File: src/pcos_pkg.sv
// Purpose: Shared constants and types for the pulse command output block.
// Assumes: One 40 MHz system clock; shared lines are active low, open drain.
// Notes: Mode codes and the state encoding are used by the block and tests.

package pcos_pkg;

    // ************************************************************
    // Widths and timing
    // ************************************************************
    localparam int DIST_W = 24;
    localparam int PER_W = 16;
    localparam int CLK_PERIOD_NS = 25;
    localparam int SYNC_ASSERT_NS = 1000;
    localparam int SYNC_ASSERT_CYC =
        (SYNC_ASSERT_NS + CLK_PERIOD_NS - 1) / CLK_PERIOD_NS;
    localparam logic [7:0] SYNC_ASSERT_LAST = 8'(SYNC_ASSERT_CYC - 1);
    localparam logic [PER_W-1:0] MIN_PERIOD = 16'h0002;

    // ************************************************************
    // Output modes
    // ************************************************************
    localparam logic [1:0] MODE_SINGLE = 2'h0;
    localparam logic [1:0] MODE_DUAL = 2'h1;
    localparam logic [1:0] MODE_AB = 2'h2;

    // ************************************************************
    // Reset values
    // ************************************************************
    localparam logic [1:0] MODE_RST = 2'h0;
    localparam logic POL_RST = 1'b0;
    localparam logic DIR_RST = 1'b1;

    // ************************************************************
    // States and block state
    // ************************************************************
    typedef enum logic [2:0] {
        PCOS_IDLE = 3'b001,
        PCOS_ARMED = 3'b010,
        PCOS_RUN = 3'b100
    } pcos_state_t;

    typedef struct packed {
        pcos_state_t state;
        logic [DIST_W-1:0] remain;
        logic [PER_W-1:0] cnt;
        logic [PER_W-1:0] period;
        logic [1:0] mode;
        logic pol;
        logic dir;
        logic act;
        logic [1:0] quad;
        logic pin_a;
        logic pin_b;
        logic busy;
        logic [7:0] sta_cnt;
        logic sta_oe;
        logic [7:0] stp_cnt;
        logic stp_oe;
        logic line_lvl;
    } pcos_regs_t;

endpackage : pcos_pkg

File: src/pcos_top.sv
// Purpose: One axis of pulse command output with shared start and stop.
// Assumes: All inputs are synchronous to CLK; the shared lines are wired
//          open drain outside and read back as the resolved wire level.
// Notes: Configuration is latched when a move is loaded and holds for it.

`timescale 1ns/10ps

// What this block does
// In pulse/direction mode each commanded step is one pulse on the pulse pin.
// The number of pulses emitted equals the commanded distance.
// Pulses are issued at the commanded rate, one per programmed period; periods below MIN_PERIOD (2 cycles) are raised to 2.
// In pulse/direction mode the direction pin is a steady level.
// In dual mode positive steps pulse the first pin, negative the second.
// In quadrature mode the first pin leads for plus, the second for minus.
// A mode setting chooses among the three modes for both pins.
// Pulse polarity can be chosen as active high or active low.
// The shared start and stop lines are each sensed and can be driven.
// Software can assert either shared line so that all axes see it.
// An outside source drives the shared lines only by pulling them low.
// Armed axes start, and running axes halt, in the cycle a line is seen.
module pcos_top
    import pcos_pkg::*;
(
    // Clock and reset
    input wire logic CLK,
    input wire logic RESETN,
    // Move command
    input wire logic CMD_LOAD,
    input wire logic [pcos_pkg::DIST_W-1:0] CMD_DIST,
    input wire logic [pcos_pkg::PER_W-1:0] CMD_PERIOD,
    input wire logic CMD_DIR,
    input wire logic CMD_SYNC,
    // Configuration
    input wire logic [1:0] CFG_MODE,
    input wire logic CFG_POL,
    // Software requests for the shared lines
    input wire logic SW_START,
    input wire logic SW_STOP,
    // Shared start line
    input wire logic SYNC_START_LINE_N_IN,
    output logic SYNC_START_LINE_N_OUT,
    output logic SYNC_START_LINE_OE,
    // Shared stop line
    input wire logic SYNC_STOP_LINE_N_IN,
    output logic SYNC_STOP_LINE_N_OUT,
    output logic SYNC_STOP_LINE_OE,
    // Driver pins and status
    output logic PULSE_OUT,
    output logic DIR_OUT,
    output logic BUSY
);
    import pcos_pkg::*;

    pcos_regs_t s_r;
    pcos_regs_t s_nxt;
    logic start_seen;
    logic stop_seen;
    logic go_run;
    logic step_start;
    logic done_evt;

    // ************************************************************
    // Shared line sensing
    // ************************************************************
    // A low wire level means asserted, whoever pulls it.
    assign start_seen = !SYNC_START_LINE_N_IN;
    assign stop_seen = !SYNC_STOP_LINE_N_IN;
    assign go_run = (s_r.state == PCOS_RUN)
        || (s_r.state == PCOS_ARMED && start_seen);
    assign step_start = go_run && !stop_seen && s_r.cnt == '0
        && s_r.remain != '0;
    assign done_evt = s_r.state == PCOS_RUN && !stop_seen
        && s_r.cnt == '0 && s_r.remain == '0;

    // ************************************************************
    // Next state
    // ************************************************************
    always_comb
    begin
        s_nxt = s_r;
        s_nxt.line_lvl = 1'b0;
        unique case (s_r.state)
            PCOS_IDLE:
            begin
                if (CMD_LOAD && CMD_DIST != '0)
                begin
                    s_nxt.remain = CMD_DIST;
                    s_nxt.period = (CMD_PERIOD < MIN_PERIOD) ?
                        MIN_PERIOD : CMD_PERIOD;
                    s_nxt.mode = CFG_MODE;
                    s_nxt.pol = CFG_POL;
                    s_nxt.dir = CMD_DIR;
                    s_nxt.cnt = '0;
                    s_nxt.state = CMD_SYNC ? PCOS_ARMED : PCOS_RUN;
                end
            end
            PCOS_ARMED:
            begin
                if (stop_seen)
                begin
                    s_nxt.state = PCOS_IDLE;
                end
                else if (start_seen)
                begin
                    s_nxt.state = PCOS_RUN;
                end
            end
            PCOS_RUN:
            begin
                if (stop_seen || done_evt)
                begin
                    s_nxt.state = PCOS_IDLE;
                end
            end
            default:
            begin
                s_nxt.state = PCOS_IDLE;
            end
        endcase

        // Step timing: one step per period, high for the upper half.
        if (stop_seen || !go_run)
        begin
            s_nxt.act = 1'b0;
        end
        else if (step_start)
        begin
            s_nxt.remain = s_r.remain - 1'b1;
            s_nxt.cnt = s_r.period - 1'b1;
            s_nxt.act = 1'b1;
            s_nxt.quad = s_r.dir ? s_r.quad + 1'b1 : s_r.quad - 1'b1;
        end
        else if (s_r.cnt != '0)
        begin
            s_nxt.cnt = s_r.cnt - 1'b1;
            s_nxt.act = (s_r.cnt - 1'b1) >= (s_r.period >> 1);
        end
        else
        begin
            s_nxt.act = 1'b0;
        end
        s_nxt.busy = s_nxt.state != PCOS_IDLE;

        // Pin mapping by mode. The pins follow the newly loaded setting
        // from the load edge on, so the inactive level and the direction
        // stand for a cycle before the first pulse and no edge is lost.
        case (s_nxt.mode)
            MODE_DUAL:
            begin
                s_nxt.pin_a = (s_nxt.act && s_nxt.dir) ^ s_nxt.pol;
                s_nxt.pin_b = (s_nxt.act && !s_nxt.dir) ^ s_nxt.pol;
            end
            MODE_AB:
            begin
                s_nxt.pin_a = s_nxt.quad[1] ^ s_nxt.quad[0]
                    ^ s_nxt.pol;
                s_nxt.pin_b = s_nxt.quad[1] ^ s_nxt.pol;
            end
            default:
            begin
                s_nxt.pin_a = s_nxt.act ^ s_nxt.pol;
                s_nxt.pin_b = s_nxt.dir;
            end
        endcase

        // Software assertion of the shared lines, held for a fixed time.
        if (SW_START)
        begin
            s_nxt.sta_oe = 1'b1;
            s_nxt.sta_cnt = SYNC_ASSERT_LAST;
        end
        else if (s_r.sta_cnt != '0)
        begin
            s_nxt.sta_cnt = s_r.sta_cnt - 1'b1;
        end
        else
        begin
            s_nxt.sta_oe = 1'b0;
        end
        if (SW_STOP)
        begin
            s_nxt.stp_oe = 1'b1;
            s_nxt.stp_cnt = SYNC_ASSERT_LAST;
        end
        else if (s_r.stp_cnt != '0)
        begin
            s_nxt.stp_cnt = s_r.stp_cnt - 1'b1;
        end
        else
        begin
            s_nxt.stp_oe = 1'b0;
        end
    end

    // ************************************************************
    // State register
    // ************************************************************
    always_ff @(posedge CLK or negedge RESETN)
    begin
        if (!RESETN)
        begin
            s_r <= '{state: PCOS_IDLE, mode: MODE_RST, pol: POL_RST,
                     dir: DIR_RST, pin_a: POL_RST, pin_b: DIR_RST,
                     default: '0};
        end
        else
        begin
            s_r <= s_nxt;
        end
    end

    // Lines are only ever pulled low; the level driven is always zero.
    assign SYNC_START_LINE_N_OUT = s_r.line_lvl;
    assign SYNC_STOP_LINE_N_OUT = s_r.line_lvl;
    assign SYNC_START_LINE_OE = s_r.sta_oe;
    assign SYNC_STOP_LINE_OE = s_r.stp_oe;
    assign PULSE_OUT = s_r.pin_a;
    assign DIR_OUT = s_r.pin_b;
    assign BUSY = s_r.busy;

    // ************************************************************
    // Checking helpers
    // ************************************************************
    logic [DIST_W-1:0] dist_r;
    logic [DIST_W-1:0] emitted_r;
    logic [PER_W-1:0] since_r;

    always_ff @(posedge CLK or negedge RESETN)
    begin
        if (!RESETN)
        begin
            dist_r <= '0;
            emitted_r <= '0;
            since_r <= '0;
        end
        else
        begin
            if (s_r.state == PCOS_IDLE && CMD_LOAD)
            begin
                dist_r <= CMD_DIST;
                emitted_r <= '0;
            end
            else if (step_start)
            begin
                emitted_r <= emitted_r + 1'b1;
            end
            if (step_start)
            begin
                since_r <= 16'h0001;
            end
            else if (since_r != 16'hffff)
            begin
                since_r <= since_r + 1'b1;
            end
        end
    end
endmodule // pcos_top

File: config.mk
export PLATFORM = sky130hd
export DESIGN_NAME = pcos_top
export DESIGN_NICKNAME = d
export VERILOG_FILES = /design/src/pcos_pkg.sv /design/src/pcos_top.sv
export SDC_FILE = /design/constraint.sdc
export NUM_CORES = 1
export LEC_CHECK = 0
export BUFFER_PORTS_ARGS = -buffer_cell sky130_fd_sc_hd__buf_2
export CAP_MARGIN = 30
export CORE_ASPECT_RATIO = 0.6
export CORE_MARGIN = 5
export CORE_UTILIZATION = 45
export DETAILED_ROUTE_END_ITERATION = 16
export PLACE_DENSITY = 0.76
export SKIP_LAST_GASP = 1
export SYNTH_ARGS = -nofsm -noshare
export SYNTH_HDL_FRONTEND = slang
export SYNTH_SLANG_ARGS = --single-unit
File: constraint.sdc
create_clock -name CLK -period 3.4 [get_ports CLK]
set_input_delay 0.68 -clock CLK [delete_from_list [all_inputs] [get_ports CLK]]
set_output_delay 0.68 -clock CLK [all_outputs]
set_load 0.01 [all_outputs]
Word-level counts from Yosys, hierarchy flattened
Index checks and enable logic that the tools add are counted.
{"block": "totals", "word_cells": 90, "regBits": 86, "output_inout_bits": 7, "in_bits": 52}
{"block": "op_classes", "reduce_logical": 27, "n_eq_ne": 8, "addsub": 7, "mux": 25, "magnitude_cmp": 2, "bitwise_logic": 6}
{"op": "2-to-1 mux 63 bit", "count": 1}
{"op": "2-to-1 mux 60 bit", "count": 1}
{"op": "2-to-1 mux 16 bit", "count": 3}
{"op": "nonzero test 24 bit", "count": 2}
{"op": "2-to-1 mux 40 bit", "count": 1}
{"op": "subtractor 16 x 1 -> 16 bit, second input constant", "count": 2}
{"op": "logical NOT 24 bit", "count": 1}
{"op": "2-to-1 mux 24 bit", "count": 1}
{"op": "subtractor 24 x 1 -> 24 bit, second input constant", "count": 1}
{"op": "2-to-1 mux 9 bit", "count": 2}
{"op": "greater-or-equal comparator 16 x 15 -> 1 bit", "count": 1}
{"op": "logical NOT 16 bit", "count": 1}
{"op": "< comparator 16 x 2 -> 1 bit, second input constant", "count": 1}
{"op": "2-to-1 mux 8 bit", "count": 2}
{"op": "nonzero test 16 bit", "count": 1}
{"op": "nonzero test 8 bit", "count": 2}
{"op": "subtractor 8 x 1 -> 8 bit, second input constant", "count": 2}
{"op": "2-to-1 mux 3 bit", "count": 4}
{"op": "logical AND 1 bit", "count": 10}
{"op": "one-hot mux 3 bit (3 select lines)", "count": 1}
{"op": "2-to-1 mux 2 bit", "count": 3}
{"op": "bitwise XOR 1 bit", "count": 6}
{"op": "2-to-1 mux 1 bit", "count": 5}
{"op": "logical NOT 1 bit", "count": 4}
{"op": "other kinds (13)", "count": 17}

Longest topological paths before layout
{"block": "logic_depth", "depth_word": 11, "ltp_mapped": 15, "ltp_nobuf": 14}

Least setup slack after synthesis
OpenSTA, ideal clock, no wires.
{"block": "synth_path", "path_type": "reg-to-reg", "from": "register s_r[45] (netlist bit)", "to": "register s_r (netlist bit DIR_OUT)", "arrival_ns": 3.008, "required_ns": 3.302, "slack_ns": 0.294, "setup_ns": 0.098, "path_stages_with_launch": 16, "synth_period_minus_slack_ns": 3.106, "n_path_buf": 1, "cell_sequence": "dfrtp_1 inv_1 ha_1 or3b_1 buf_2 nor3_2 inv_1 or3_1 xnor2_1 ha_1 nand3_1 nor3_1 a21oi_1 a31oi_1 mux2i_1 o311ai_1"}
{"element": "from (decl)", "line_no": "pcos_top.sv:54", "rtl": "pcos_regs_t s_r;"}
{"element": "from (signal assigned)", "line_no": "pcos_top.sv:202", "rtl": "s_r <= '{state: PCOS_IDLE, mode: MODE_RST, pol: POL_RST,"}
{"element": "from (signal assigned)", "line_no": "pcos_top.sv:208", "rtl": "s_r <= s_nxt;"}

==> flow_metrics.env <==
export IMPL_drt_drc_violations_left=0
export IMPL_post_dp_cell_area_um2=5860
export IMPL_cts_root_buf="clkbuf_16"
export IMPL_path_buf_inv=2
export IMPL_wl_per_cell_um=17.5
export IMPL_synth_edf_count=0
export IMPL_ios=59
export IMPL_fill_cells=1036
export IMPL_crit_path_top_delay_cell="dfrtp_2"
export IMPL_track_usage=0.209
export IMPL_power_mw=5.78
export IMPL_drt_iter0_drc=469
export IMPL_layout_min_cycle_time_ns=3.29
export IMPL_diodes=0
export IMPL_dpl_hpwl_um=11000
export IMPL_setup_violations=0
export IMPL_dieArea_um2=14300
export IMPL_cts_tree="built"
export IMPL_synth_top_area_share=0.386
export IMPL_ys_seq_elements=86
export IMPL_initial_utilization=0.468
export IMPL_leakagePower_nw=2.73
export IMPL_clkSinkCount=86
export IMPL_first_pass_iters=5
export IMPL_max_stage_delay_ns=0.43
export IMPL_grt_overflow=0
export IMPL_hold_viol=0
export IMPL_slew_headroom=0.513
export IMPL_synth_area_um2=5380
export IMPL_final_cells=846
export IMPL_grt_max_degree=59
export IMPL_clk_pin_slew_ns=0.06
export IMPL_cts_made_buffers=9
export IMPL_area_growth_syn_to_layout_pct=17.0
export IMPL_worstPathCellList="inv_1, ha_2, or3b_4, nor3_4, inv_1, or3_4, xnor2_2, ha_1, nand3_2, nor3_2, a21oi_2, a31oi_2, mux2i_1, o311ai_1"
export IMPL_die_w_um=151
export IMPL_final_antenna_net_count=0
export IMPL_critPathArrivalTime_ns=3.52
export IMPL_critical_path_top_delay_family="simple AND/OR/NAND/NOR gates"
export IMPL_synthCells=623
export IMPL_io_buffers=56
export IMPL_preCtsSetupSlack_ns=-0.0929
export IMPL_grt_pass1_vias=4795
export IMPL_grt_pass1_wl_um=23700
export IMPL_critical_path_class="reg2reg"
export IMPL_synth_flop_cell="dfrtp_1"
export IMPL_vias=4970
export IMPL_timing_critical_path_mode_cell="inv_1"
export IMPL_final_critical_path_setup_slack_ns=0.111
export IMPL_worst_pin_slew_ns=0.731
export IMPL_max_freq_mhz=304
export IMPL_ys_seq_area_frac=0.401
export IMPL_startpoint_type="register"
export IMPL_avgSynthCellArea_um2=8.63
export IMPL_p_per_area_nw_per_um2=919
export IMPL_fin_area_um2=6290
export IMPL_cap_violations=0
export IMPL_hold_path_class="in2async"
export IMPL_cts_buffer_depth=2
export IMPL_routed_wl_um=14800
export IMPL_endpoint_kind="register"
export IMPL_async_flop_share=1.00
export IMPL_register_area_um2=2160
export IMPL_nets=758
export IMPL_multi_input_area_um2=3000
export IMPL_rsz0062_at_grt="true"
export IMPL_gp_congestion=0.917
export IMPL_slew_violations=0
export IMPL_critPathRequiredTime_ns=3.64
export IMPL_yosysUniqueCellTypes=64
export IMPL_core_area_um2=11500
export IMPL_synthTopCellsByArea="dfrtp_1 (39%), ha_1 (5.8%), o21ai_0 (5.1%), xnor2_1 (5.0%), nor2_1 (4.5%)"
export IMPL_fin_crit_sh=0.967
export IMPL_clk_latency_ns=0.34
export IMPL_synth_top_area_cell="dfrtp_1"
export IMPL_dp_cells=826
export IMPL_antenna_found_initial=0
export IMPL_ir_worst_vdd_uv=493
export IMPL_tns_ns=0
export IMPL_finalClockSkew_ns=0.00475
export IMPL_dieHeight_um=94.7
export IMPL_drive_gt1_frac=0.178
export IMPL_cts_max_level=3
export IMPL_ctsHoldBuffers=0
export IMPL_status="finished, final reports clean"
export IMPL_crit_path_max_fanout=6
export IMPL_rows=30
export IMPL_viasPerCell=5.87
export IMPL_yosys_warnings=0
==> where the power goes <==
group	switching (mW)	internal [mW]	leakage (nW)
logic	1.69	1.23	1.53
registers	0.393	1.37	1.03
clock network	0.398	0.703	0.166
==> final timing paths <==
kind | slack (ns) | start | end | cells after the start
min in group CLK | 0.49 | SYNC_START_LINE_OE$_DFFE_PN0P_ | SYNC_START_LINE_OE$_DFFE_PN0P_ | 1
worst min-delay path | 0.27 | RESETN | s_r[74]$_DFF_PN0_ | 1
worst max-delay path | 0.11 | s_r[45]$_DFF_PN0_ | DIR_OUT$_DFF_PN1_ | 14
max in group asynchronous | 2.45 | RESETN | s_r[25]$_DFF_PN1_ | 2
worst min register to register | 0.49 | SYNC_START_LINE_OE$_DFFE_PN0P_ | SYNC_START_LINE_OE$_DFFE_PN0P_ | 1
worst max register to register | 0.11 | s_r[45]$_DFF_PN0_ | DIR_OUT$_DFF_PN1_ | 14
==> cell usage in the layout, fill, tap and decap left out, types with 3 or more instances in the layout <==
cell type	count
a211oi_1	6
a21o_1	6
a21oi_1	42
a31oi_1	5
and3_1	4
buf_2	55
buf_4	17
clkbuf_16	9
clkbuf_8	3
dfrtp_1	82
dfstp_2	3
ha_1	24
inv_1	43
mux2i_1	7
nand2_1	47
nand2b_1	10
nand3_1	27
nand4_1	5
nor2_1	64
nor2b_1	4
nor3_1	22
nor4_1	16
nor4b_1	4
o21a_1	3
o21ai_0	54
o21ai_1	3
o22ai_1	4
o31ai_1	5
or3_1	10
or3_4	4
or4_1	7
xnor2_1	30
xor2_1	8
==> sequential cells by signal, indices dropped and copies added (netlist names) <==
signal and flops:
SYNC_START_LINE_OE 1, s_r 81, SYNC_STOP_LINE_OE 1, DIR_OUT 1, BUSY 1, PULSE_OUT 1
==> per-stage QoR <==
step                       util  hold WS, ns
after CTS                 0.540        0.283
after detailed placement  0.510        0.463
final                     0.548        0.272
after floorplan               -        0.384
after global routing      0.548        0.300
after global placement    0.508        0.457
==> per-layer routing <==
metal | part of all wire | up-vias | wire, um | GRT usage
li1 | - | 2324 | - | -
met1 | 0.49 | 2437 | 7170 | 0.306
met5 | 0 | - | 0 | 0
met3 | 0.069 | 17 | 1010 | 0.0456
met2 | 0.43 | 192 | 6430 | 0.312
met4 | 0.011 | 0 | 160 | 0.0596
==> area by class of cell <==
class                           count  area share
Clock buffer                       13      0.0430
Clock inverter                      3      0.0103
Inverter                           44      0.0263
Multi-Input combinational cell    467       0.477
Sequential cell                    86       0.343
Tap cell                          160      0.0318
Timing Repair Buffer               73      0.0684
==> Yosys cell counts (all sizes together) (14+ instances only) <==
cell type	instances
nand3	28
a21oi	43
nor4	18
o21ai	59
ha	25
nor3	25
nand2	48
xnor2	31
or3	14
inv	44
buf	16
nor2	64
dfrtp	83
==> cells by family (layout without fill, tap and decap cells) <==
kind of cell	Yosys count	after routing	synth area share
AO/OA/AOI/OAI	149	149	0.168
XOR/XNOR	39	39	0.0635
adder cells (fa/ha/maj)	25	25	0.0582
buffers and inverters	71	133	0.0547
multiplexers	8	8	0.0151
flip-flops	86	86	0.401
AND/OR/NAND/NOR	244	244	0.239
other	1	2	0.000697
==> what timing repair did <==
item	CTS	global route
endpoints found under the setup margin	2	2
pin swaps	0	5
gates resized for setup	2	13
setup buffers	0	4
Note: power is estimated with default switching activity, not from simulation.
